### src/logic/rtc_pkg.sv
// shared constants and types for the interval timer and free running counter
package rtc_pkg;
   localparam logic [5:0]  DEVICE_ADDR     = 6'h27;   // octal 047
   localparam logic [15:0] INTERVAL_VECTOR = 16'h0024; // octal 044
   localparam logic [15:0] OVERFLOW_VECTOR = 16'h0026; // octal 046
   localparam logic [15:0] OVERFLOW_WORD   = 16'h4001; // octal 040001
   localparam int          FRC_WIDTH       = 16;
   localparam int          SELECT_WIDTH    = 12;
   localparam logic [11:0] SELECT_RESET    = 12'h00a; // factory count 10
   localparam int          DIVIDE_RATIO    = 110;
   localparam real         CPU_CLOCK_MHZ   = 1.1;
   localparam real         MCLK_MHZ        = 10.0;
   // mclk cycles per 1.1 MHz half period, rounded to the nearest whole cycle
   localparam int          CPU_HALF_CYCLES = int'(MCLK_MHZ / CPU_CLOCK_MHZ / 2.0);

   // external control functions carried in the instruction
   typedef enum logic [2:0] {
      FN_CLEAR_COUNT  = 3'h0,
      FN_ENABLE       = 3'h1,
      FN_DISABLE_A    = 3'h2,
      FN_DISABLE_B    = 3'h3,
      FN_DISABLE_C    = 3'h4,
      FN_SPARE        = 3'h5,
      FN_RESET_DIVIDE = 3'h6,
      FN_UNUSED       = 3'h7
   } exc_func_type;

   // kinds of bus cycle seen from the cpu
   typedef enum logic [1:0] {
      CYC_EXTERNAL_CONTROL = 2'h0,
      CYC_DATA_IN          = 2'h1,
      CYC_DATA_OUT         = 2'h2,
      CYC_INT_ACK          = 2'h3
   } cycle_kind_type;

   // timing sources chosen by wiring
   typedef enum logic [1:0] {
      SRC_LINE     = 2'h0,
      SRC_EXTERNAL = 2'h1,
      SRC_10K      = 2'h2,
      SRC_INTERVAL = 2'h3
   } source_type;

   // one instruction or acknowledge cycle on the internal io bus
   typedef struct packed {
      logic           valid;
      cycle_kind_type kind;
      logic [5:0]     addr;
      exc_func_type   func;
      logic [15:0]    data;
   } bus_cycle_type;

   // answer of the clock towards the cpu
   typedef struct packed {
      logic        read_valid;
      logic [15:0] read_data;
      logic        int_request;
      logic [15:0] int_vector;
   } bus_answer_type;
endpackage : rtc_pkg

### src/logic/interval_timer_free_running_counter.sv
// interval timer with free running counter on the internal io bus
//
// Summary of operation
// - respond only to instructions carrying device address 047
// - decode transfers, vector output, interrupt enable or inhibit, initialize
// - issue interval increment request and overflow request
// - 16-bit free running counter advances per tick, wraps, readable anytime
// - free running tick source chosen by wiring, line frequency by default
// - divide the 1.1 MHz cpu clock by 110 into 10 kHz
// - interval source is 10 kHz, line frequency or external, by wiring
// - 12-bit select register, interval counter and zero detector set rate
// - interval rate equals source over count, count 10 after reset
// - software loads the count; 1 to 4095 accepted
// - overflow request when incremented word 045 holds 040001
// - each request is latched until the cpu services it
// - interval request is presented before overflow request
// - sits third in priority chain, yielding to higher devices
// - six external control commands and two transfer commands
// - external control function 0 clears the free running counter
// - divider reset by command, data out to select, or system reset
`timescale 1ns/1ps
module interval_timer_free_running_counter #(
   parameter rtc_pkg::source_type FRC_SOURCE      = rtc_pkg::SRC_LINE,
   parameter rtc_pkg::source_type INTERVAL_SOURCE = rtc_pkg::SRC_10K
) (
   // clock and reset
   input  wire logic                    mclk,
   input  wire logic                    srst,
   // internal io bus
   input  wire rtc_pkg::bus_cycle_type  bus_cycle,
   output rtc_pkg::bus_answer_type      bus_answer,
   // priority chain
   input  wire logic                    prio_in,
   output logic                         prio_out,
   // timing inputs
   input  wire logic                    cpu_clock,
   input  wire logic                    line_freq,
   input  wire logic                    external_src
);
   import rtc_pkg::*;

   // elaboration check on wiring choices
   if (INTERVAL_SOURCE == SRC_INTERVAL) begin : g_bad_source
      $error("interval logic cannot be clocked by its own rate");
   end

   typedef struct packed {
      logic [FRC_WIDTH-1:0]    free_running_count;
      logic [SELECT_WIDTH-1:0] select;
      logic [SELECT_WIDTH-1:0] interval_cnt;
      logic [6:0]              div_cnt;
      logic                    cpu_prev;
      logic                    line_prev;
      logic                    ext_prev;
      logic                    ovf_enable;
      logic                    vi_enable;
      logic                    iv_pend;
      logic                    ov_pend;
      logic                    read_valid;
      logic [15:0]             read_data;
      logic [15:0]             vector;
      logic                    request;
   } state_type;

   localparam logic [6:0] DIV_LAST = 7'(DIVIDE_RATIO - 1);

   state_type state;
   state_type next_state;

   // picks one tick among the available sources
   function automatic logic pick_tick(input source_type src, input logic line_t,
                                      input logic ext_t, input logic k10_t, input logic iv_t);
      case (src)
         SRC_LINE:     pick_tick = line_t;
         SRC_EXTERNAL: pick_tick = ext_t;
         SRC_10K:      pick_tick = k10_t;
         default:      pick_tick = iv_t;
      endcase
   endfunction : pick_tick

   logic addressed;
   logic exc_cmd;
   logic din_cmd;
   logic dout_cmd;
   logic ack_cmd;
   logic cpu_rise;
   logic tick_10k;
   logic line_tick;
   logic ext_tick;
   logic interval_tick;
   logic interval_fire;
   logic frc_tick;
   logic ack_interval;
   logic ack_overflow;

   // instruction decode
   assign addressed = bus_cycle.valid && bus_cycle.addr == DEVICE_ADDR;
   assign exc_cmd   = addressed && bus_cycle.kind == CYC_EXTERNAL_CONTROL;
   assign din_cmd   = addressed && bus_cycle.kind == CYC_DATA_IN;
   assign dout_cmd  = addressed && bus_cycle.kind == CYC_DATA_OUT;
   assign ack_cmd   = bus_cycle.valid && bus_cycle.kind == CYC_INT_ACK && state.request;

   // edge detectors on the timing inputs
   assign cpu_rise  = cpu_clock && !state.cpu_prev;
   assign line_tick = line_freq && !state.line_prev;
   assign ext_tick  = external_src && !state.ext_prev;
   assign tick_10k  = cpu_rise && state.div_cnt == DIV_LAST;

   // source selection and zero detect
   assign interval_tick = pick_tick(INTERVAL_SOURCE, line_tick, ext_tick, tick_10k, 1'b0);
   assign interval_fire = interval_tick && state.interval_cnt <= 12'h001;
   assign frc_tick      = pick_tick(FRC_SOURCE, line_tick, ext_tick, tick_10k, interval_fire);

   // acknowledge goes to the vector being shown
   assign ack_interval = ack_cmd && state.vector == INTERVAL_VECTOR;
   assign ack_overflow = ack_cmd && state.vector == OVERFLOW_VECTOR;

   // next state
   always_comb begin
      next_state            = state;
      next_state.cpu_prev   = cpu_clock;
      next_state.line_prev  = line_freq;
      next_state.ext_prev   = external_src;
      next_state.read_valid = 1'b0;
      // divide by 110
      if (exc_cmd && bus_cycle.func == FN_RESET_DIVIDE || dout_cmd) begin
         next_state.div_cnt = 7'h00;
      end else if (cpu_rise) begin
         next_state.div_cnt = tick_10k ? 7'h00 : state.div_cnt + 7'h01;
      end
      // free running counter
      if (exc_cmd && bus_cycle.func == FN_CLEAR_COUNT) begin
         next_state.free_running_count = '0;
      end else if (frc_tick) begin
         next_state.free_running_count = state.free_running_count + 16'h0001;
      end
      // interrupt enables
      if (exc_cmd) begin
         case (bus_cycle.func)
            FN_ENABLE: begin
               next_state.ovf_enable = 1'b1;
               next_state.vi_enable  = 1'b1;
            end
            FN_DISABLE_A, FN_DISABLE_B, FN_DISABLE_C: begin
               next_state.ovf_enable = 1'b0;
               next_state.vi_enable  = 1'b0;
            end
            default: ;
         endcase
      end
      // select register and interval counter
      if (dout_cmd && bus_cycle.data[SELECT_WIDTH-1:0] != 12'h000) begin
         next_state.select       = bus_cycle.data[SELECT_WIDTH-1:0];
         next_state.interval_cnt = bus_cycle.data[SELECT_WIDTH-1:0];
      end else if (interval_fire) begin
         next_state.interval_cnt = state.select;
      end else if (interval_tick) begin
         next_state.interval_cnt = state.interval_cnt - 12'h001;
      end
      // transfer of the counter to the cpu
      if (din_cmd) begin
         next_state.read_valid = 1'b1;
         next_state.read_data  = state.free_running_count;
      end
      // request latches, set wins over clear
      if (ack_interval) begin
         next_state.iv_pend = 1'b0;
      end
      if (ack_overflow) begin
         next_state.ov_pend = 1'b0;
      end
      if (ack_interval && state.ovf_enable && bus_cycle.data == OVERFLOW_WORD) begin
         next_state.ov_pend = 1'b1;
      end
      if (interval_fire && state.vi_enable) begin
         next_state.iv_pend = 1'b1;
      end
      // presented request, interval first
      next_state.request = (next_state.iv_pend || next_state.ov_pend) && !prio_in;
      next_state.vector  = next_state.iv_pend ? INTERVAL_VECTOR : OVERFLOW_VECTOR;
      if (srst) begin
         next_state              = '0;
         next_state.select       = SELECT_RESET;
         next_state.interval_cnt = SELECT_RESET;
         next_state.vector       = OVERFLOW_VECTOR;
         // follow the pins so no false edge comes out of reset
         next_state.cpu_prev     = cpu_clock;
         next_state.line_prev    = line_freq;
         next_state.ext_prev     = external_src;
      end
   end

   // state register
   always_ff @(posedge mclk) begin
      state <= next_state;
   end

   // outputs
   assign bus_answer.read_valid  = state.read_valid;
   assign bus_answer.read_data   = state.read_data;
   assign bus_answer.int_request = state.request;
   assign bus_answer.int_vector  = state.request ? state.vector : 16'h0000;
   assign prio_out               = prio_in || state.iv_pend || state.ov_pend;

   // checks
   a_foreign_ignored: assert property (@(posedge mclk) disable iff (srst)
      bus_cycle.valid && bus_cycle.addr != DEVICE_ADDR && bus_cycle.kind == CYC_DATA_IN |=> !state.read_valid)
      else $error("foreign address produced a read");
   a_read_count: assert property (@(posedge mclk) disable iff (srst)
      din_cmd && !frc_tick |=> state.read_valid && state.read_data == $past(state.free_running_count))
      else $error("read did not return counter");
   a_clear_count: assert property (@(posedge mclk) disable iff (srst)
      exc_cmd && bus_cycle.func == FN_CLEAR_COUNT |=> state.free_running_count == 16'h0000)
      else $error("counter not cleared");
   a_divide_wrap: assert property (@(posedge mclk) disable iff (srst)
      tick_10k && !dout_cmd && !exc_cmd |=> state.div_cnt == 7'h00)
      else $error("divider did not wrap at 110");
   a_divide_reset: assert property (@(posedge mclk) disable iff (srst)
      dout_cmd |=> state.div_cnt == 7'h00)
      else $error("divider not reset by data out");
   a_interval_reload: assert property (@(posedge mclk) disable iff (srst)
      interval_fire && !dout_cmd |=> state.interval_cnt == $past(state.select))
      else $error("interval counter not reloaded");
   a_interval_latch: assert property (@(posedge mclk) disable iff (srst)
      interval_fire && state.vi_enable |=> state.iv_pend ##1 (state.request || $past(prio_in) || $past(ack_interval)))
      else $error("interval request not latched");
   a_interval_first: assert property (@(posedge mclk) disable iff (srst)
      state.request && state.iv_pend |-> bus_answer.int_vector == INTERVAL_VECTOR)
      else $error("overflow shown ahead of interval");
   a_overflow_detect: assert property (@(posedge mclk) disable iff (srst)
      ack_interval && state.ovf_enable && bus_cycle.data == OVERFLOW_WORD |=> state.ov_pend)
      else $error("overflow word missed");
   a_zero_refused: assert property (@(posedge mclk) disable iff (srst)
      state.select != 12'h000)
      else $error("select count reached zero");
   c_interval_fire: cover property (@(posedge mclk) disable iff (srst) interval_fire && state.vi_enable);
   c_both_pending: cover property (@(posedge mclk) disable iff (srst) state.iv_pend && state.ov_pend);
   c_overflow_ack: cover property (@(posedge mclk) disable iff (srst) ack_overflow);
endmodule : interval_timer_free_running_counter

### config.mk
export PLATFORM = sky130hd
export DESIGN_NAME = interval_timer_free_running_counter
export DESIGN_NICKNAME = d
export VERILOG_FILES = /design/src/logic/rtc_pkg.sv /design/src/logic/interval_timer_free_running_counter.sv
export SDC_FILE = /design/constraint.sdc
export NUM_CORES = 1
export LEC_CHECK = 0
export BUFFER_PORTS_ARGS = -buffer_cell sky130_fd_sc_hd__buf_2
export CAP_MARGIN = 10
export CORE_UTILIZATION = 50
export CTS_CLUSTER_DIAMETER = 80
export CTS_CLUSTER_SIZE = 16
export DETAILED_ROUTE_END_ITERATION = 10
export GPL_TIMING_DRIVEN = 1
export PLACE_DENSITY = 0.76
export SLEW_MARGIN = 20
export SYNTH_ARGS = -nofsm -noshare
export SYNTH_HDL_FRONTEND = slang
export SYNTH_SLANG_ARGS = --single-unit
export TNS_END_PERCENT = 10
### constraint.sdc
create_clock -name mclk -period 1.8 [get_ports mclk]
set_input_delay 0.09 -clock mclk [delete_from_list [all_inputs] [get_ports mclk]]
set_output_delay 0.09 -clock mclk [all_outputs]
set_load 0.05 [all_outputs]
-- Yosys cells after proc, flatten, opt, wreduce, memory -nomap -nowiden
Index checks and enable logic that the tools add are counted.
- add/subtract/negate cells: 3
- magnitude comparators: 1
- equality and inequality tests: 13
- multiplexer cells: 12
- reduce and logical (&&, ||, !) cells: 35
- operators with widths (kind ; count):
    $mux W12 ; 3
    $eq A16 B6 Y1 const B ; 2
    $logic_and A1 B1 Y1 ; 19
    $mux W17 ; 1
    $add A16 B1 Y16 const B ; 1
    $eq A16 B15 Y1 const B ; 1
    $mux W16 ; 1
    $le A12 B1 Y1 const B ; 1
    $reduce_bool A12 Y1 ; 1
    $sub A12 B1 Y12 const B ; 1
    $add A7 B1 Y7 const B ; 1
    $eq A7 B7 Y1 const B ; 1
    $mux W7 ; 1
    $eq A3 B2 Y1 const B ; 2
    $eq A3 B3 Y1 const B ; 2
    $eq A6 B6 Y1 const B ; 1
    $eq A2 B2 Y1 const B ; 2
    $logic_or A1 B1 Y1 ; 4
    $mux W1 ; 4
    $pmux W2 S2 ; 1
    $reduce_or A2 Y1 ; 2
    $eq A3 B1 Y1 const B ; 1
    $logic_not A1 Y1 ; 3
    $logic_not A3 Y1 ; 1
    7 further kinds ; 7
- flip-flop bits (word level): 87
- input bits: 34
- output and inout bits: 35
- logic and storage cells: 78

-- Longest topological paths before layout
- depth in word-level cells: 9
- mapped depth: 8
- depth with buffers taken out: 7

-- Worst setup path before layout
OpenSTA, ideal clock, no wires.
- kind: reg-to-reg
- start point: reg state[48] (netlist bit)
- end point: reg state[52] (netlist bit)
- setup time: 0.132 ns
- arrival: 1.717 ns
- data required time: 1.668 ns
- slack: -0.049 ns
- stages on the path, launching flop included: 8
- path buffers: 1
- period minus slack after synthesis: 1.849 ns
- path through: dfxtp_1 inv_1 ha_1 clkbuf_2 o2111ai_1 mux2_2 a221oi_2 nor3_1
- word-level cells in the longest chain between the ends: 4
- elaborated cells between the ends (all ways): 7
- classes of those cells: add/sub (1); order compare (1); mux (3); reduce/logical (2)
- RTL lines (what ; RTL line ; text):
    start, declared ; interval_timer_free_running_counter.sv:67 ; state_type state;
    start signal, assigned ; interval_timer_free_running_counter.sv:195 ; state <= next_state;
    $sub A12 B1 Y12 / $le A12 B1 Y1 (equally long branches) ; interval_timer_free_running_counter.sv:158, interval_timer_free_running_counter.sv:111 ;
    $mux W12 / $logic_and A1 B1 Y1 (equally long branches) ; interval_timer_free_running_counter.sv:157, interval_timer_free_running_counter.sv:111 ;
    $mux W12 ; interval_timer_free_running_counter.sv:155 ; end else if (interval_fire) begin
    $mux W12 ; interval_timer_free_running_counter.sv:152 ; if (dout_cmd && bus_cycle.data[SELECT_WIDTH-1:0] != 12'h000) begin
Parallel ways exist; a longest one is shown, timed or not. The select of a mux whose other input is x is not followed.
A chain may end at the register's enable or synchronous reset.

-- Worst setup path after layout
- start point: reg state[48] (netlist bit)
- end point: reg state[58] (netlist bit)
Same word-level chain as after synthesis.

==> Implementation_results.wiki <==
{| class="wikitable"
! Metric !! Value
|-
| Run status || complete, no violations
|-
| Clock tree from TritonCTS || done
|-
| Total of fill cells in the finished design || 617
|-
| Area used by sequential logic in the layout || 0.00142 mm2
|-
| Dpl cell area || 0.00398 mm2
|-
| Metal2 WL || around 4200 um
|-
| Root cell of the clock tree || sky130_fd_sc_hd__clkbuf_8
|-
| Count of different cell masters after synthesis || 57
|-
| Synthesis-stage register bit count || 71
|-
| Highest net fanout along the worst path || 4
|-
| Flop-to-flop setup slack || 0.07 ns
|-
| DP Cell Count || 577
|-
| Sequential-to-total area share from yosys stat || 39.5%
|-
| Post-synth EDFFs || 0
|-
| Effective utilization at floorplan || 52.3%
|-
| Total number of clock tree sinks || 71
|-
| Number of maximum-capacitance constraint violations || 0
|-
| Slew @ Worst Pin || 0.697 ns
|-
| Reg-to-reg critical path startpoint || state[48]
|-
| DIE AREA || 0.00754 mm2
|-
| Vias post-DR || ~3200
|-
| Cell depth of the worst min-delay path || 3
|-
| Data required time of the worst path || 2.06 ns
|-
| Area grow syn2layout || 19.1%
|-
| Multi-input combinational cell area || 0.00189 mm2
|-
| RePlAce Congestion || 0.835
|-
| Clock transition time at the flip-flop clock pins of the worst setup and hold paths || 0.08 ns
|-
| Type of the worst setup path || reg -> reg
|-
| Setup tns final || 0 ns
|-
| Area inside the core boundary || 0.00687 mm2
|-
| Wire length of the first global-routing pass || 13700 um
|-
| # H-tree levels || 3
|-
| Worst-case clock skew || approximately 0.0073 ns
|-
| Number of buffers between clock root and the deepest sink || 2
|-
| Most instantiated flip-flop cell in the synthesis netlist || sky130_fd_sc_hd__dfxtp_1
|-
| Parity-gate share of the synthesized area counting xor and xnor cells || 5.60%
|-
| Leak || roughly 0.0017 uW
|-
| Global-route usage over all layers || 23.4%
|-
| Final Max Slew Viols || 0
|-
| Total DRC errors in the routed layout || 0
|-
| Highest clock rate || 579 MHz
|-
| Logic depth of the worst register-to-register path || 7
|-
| Antenna viol nets, final || 0
|-
| End point of the critical path || state[58]
|-
| Endpoint arrival time on the critical path || 1.99 ns
|-
| Share of flip-flops with an asynchronous set or reset after synthesis || 0%
|-
| Met3 WL post-DR || 279 um
|-
| Ratio of routed vias to standard cells || 5.39
|-
| Final-report hold violation count || 0
|-
| Share of layout cells above drive strength 1 || 25.4%
|-
| Number of detailed-routing iterations run before antenna repair || 4
|-
| Final net count || 537
|-
| Maximum number of pins on one net before global-route repair || 27
|-
| Routed WL || roughly 8000 um
|-
| Cells after synthesis || 434
|-
| Quantity of I/O buffers inserted on ports || 54
|-
| Class of the worst hold path || in -> reg
|-
| Share of cell area taken by muxes after synthesis || 1.15%
|-
| Synth Area in Compound Gates || ~15%
|-
| Synthesized-area fraction occupied by and/or/nand/nor cells || 26.1%
|-
| Final standard cell area without fillers || 0.00428 mm2
|-
| Average wire length per cell after detail routing || between 10 and 15 um
|-
| Worst relative slew slack || between 50% and 60%
|-
| Post-route minimum period || 1.73 ns
|-
| Boundary pin count || 69
|-
| Warnings from Yosys || 0
|-
| TritonCTS buffer count || 9
|-
| Initial antenna violation count || 0
|-
| Non-filler cells in the finished layout || around 600
|-
| Syn Std Cell Area || between 0.003 and 0.004 mm2
|-
| Ratio of total power to cell area || between 700 and 800 mW/mm2
|-
| Combinational family with the most area after synthesis || simple AND/OR/NAND/NOR gates
|-
| Top layer reached by signal wires || met4
|-
| ANT cells || 0
|-
| Die width || 86.8 um
|-
| Worst r2r dst || state[58]
|-
| Nature of the critical path endpoint || flip-flop
|-
| Floorplan die height || 86.8 um
|-
| Vias in the first global route || around 3100
|-
| Maximum vdd drop || about 0.4 mV
|-
| Post-synthesis average cell area || 8.29 um2
|-
| Finish-stage setup viols || 0
|-
| CP Launch Type || flip-flop
|-
| RSZ-0062 raised after global routing || yes
|-
| GRT overflow || 0
|-
| Tcrit/Tclk final || 96.0%
|-
| Detail Placement HPWL || ~6000 um
|-
| Number of placement rows || 30
|-
| Fraction of the mapped netlist area in adder cells || 1.74%
|-
| Met1 layer wirelength in the final routing || ~3600 um
|-
| Violation count after the first detailed-routing iteration || 76
|-
| Clk Latency, worst-skew pair || 0.34 ns
|-
| CP startpoint || state[48]
|}
-- placed cells by master, fill, tap and decap left out, drive strengths merged, types with 4 or more instances in the layout --
cell,instances
buf,89
dfxtp,71
nand2,66
nor2,44
a21oi,40
xor2,13
conb,13
nor3,12
clkbuf,11
xnor2,10
nand3,9
nand4,9
inv,9
o2111ai,7
o21ai,7
nand4b,6
a21o,6
a31oi,6
nor4,6
dlygate4sd3,5
or4,5
a211oi,5
or2,5
ha,5
o21bai,4
-- cells by family after synthesis --
logic type / after synthesis
AND/OR/NAND/NOR: 182
AO/OA/AOI/OAI: 86
flip-flops: 71
buffers and inverters: 62
XOR/XNOR: 23
adder cells (fa/ha/maj): 5
multiplexers: 4
other: 1
-- sequential cells by signal (all words and copies together), names as in the netlist --
signal      cells
state          53
bus_answer     18
-- synthesized netlist by cell type, drive strengths merged, types with 3 or more instances --
cell type,n,area [um2]
o2111ai,7,61.3
nand3,9,45.0
nor2,44,165
nand2,66,248
a211oi,5,42.5
nand4b,6,52.6
or2,5,31.3
dfxtp,71,1420
xor2,13,114
and4,3,26.3
o21bai,4,30.0
nor4,6,65.1
o21ai,7,35.0
xnor2,10,87.6
buf,39,289
clkbuf,14,53.8
nand4,9,56.3
mux2i,3,30.0
a21o,6,45.0
ha,5,62.6
a31oi,6,37.5
inv,9,33.8
a21oi,40,200
or4,5,37.5
nor3,12,70.1
a2bb2oi,3,26.3
-- stage by stage --
step	total power [uW]	hold WS [ns]	util, %	setup WS (ns)
after CTS	3140	0.00931	61.8	0.0106
after detailed placement	1820	0.239	57.9	-0.00914
final	3110	0.0215	62.3	0.0729
after global placement	1820	0.236	57.9	0.0336
after global routing	3230	0.0386	62.3	-0.0584
after floorplan	1770	0.118	-	-0.0336
-- worst max-delay path, stage by stage (launching register included) --
cell and delay, ns:
sky130_fd_sc_hd__dfxtp_1 0.32, sky130_fd_sc_hd__inv_2 0.08, sky130_fd_sc_hd__ha_4 0.15, sky130_fd_sc_hd__or3b_4 0.42, sky130_fd_sc_hd__nor4_4 0.23, sky130_fd_sc_hd__xnor2_1 0.09
sky130_fd_sc_hd__a21o_1 0.19, sky130_fd_sc_hd__a211oi_2 0.16
-- layer usage --
| layer | track usage, % | up-vias |
|---|---|---|
| li1 | - | 1597 |
| met1 | 27.4 | 1548 |
| met2 | 41.1 | 69 |
| met3 | 3.71 | 15 |
| met4 | 12.4 | 0 |
| met5 | 0 | - |
-- power breakdown --
group          total (uW)  internal (uW)  switching (uW)
Sequential           1580           1580            5.67
Combinational         212           67.7             144
Clock                1320            713             604
-- repair_timing --
action                                  CTS  global route
gates cloned                              0             0
resized for setup                         2             9
endpoints found under the setup margin    1            12
pin swaps                                 0             5
setup buffers                             0             1
hold buffers                              5             0
endpoints found under the hold margin     5             0
-- worst min-delay path by stage --
stage / from / to / slack (ns)
after floorplan: line_freq / state[39] / 0.12
after detailed placement: cpu_clock / state[40] / 0.24
after global routing: bus_cycle[6] / state[66] / 0.04
final: bus_cycle[11] / state[71] / 0.02
after global placement: line_freq / state[39] / 0.24
after CTS: bus_cycle[11] / state[71] / 0.009
-- area by class of cell --
cell class	instances	share of cell area, %
Clock buffer	11	3.54
Sequential cell	71	33.2
Inverter	9	0.789
Tap cell	96	2.81
Multi-Input combinational cell	313	44.0
Timing Repair Buffer	94	14.3
Clock inverter	5	1.32
Note: power is estimated with default switching activity, not from simulation.
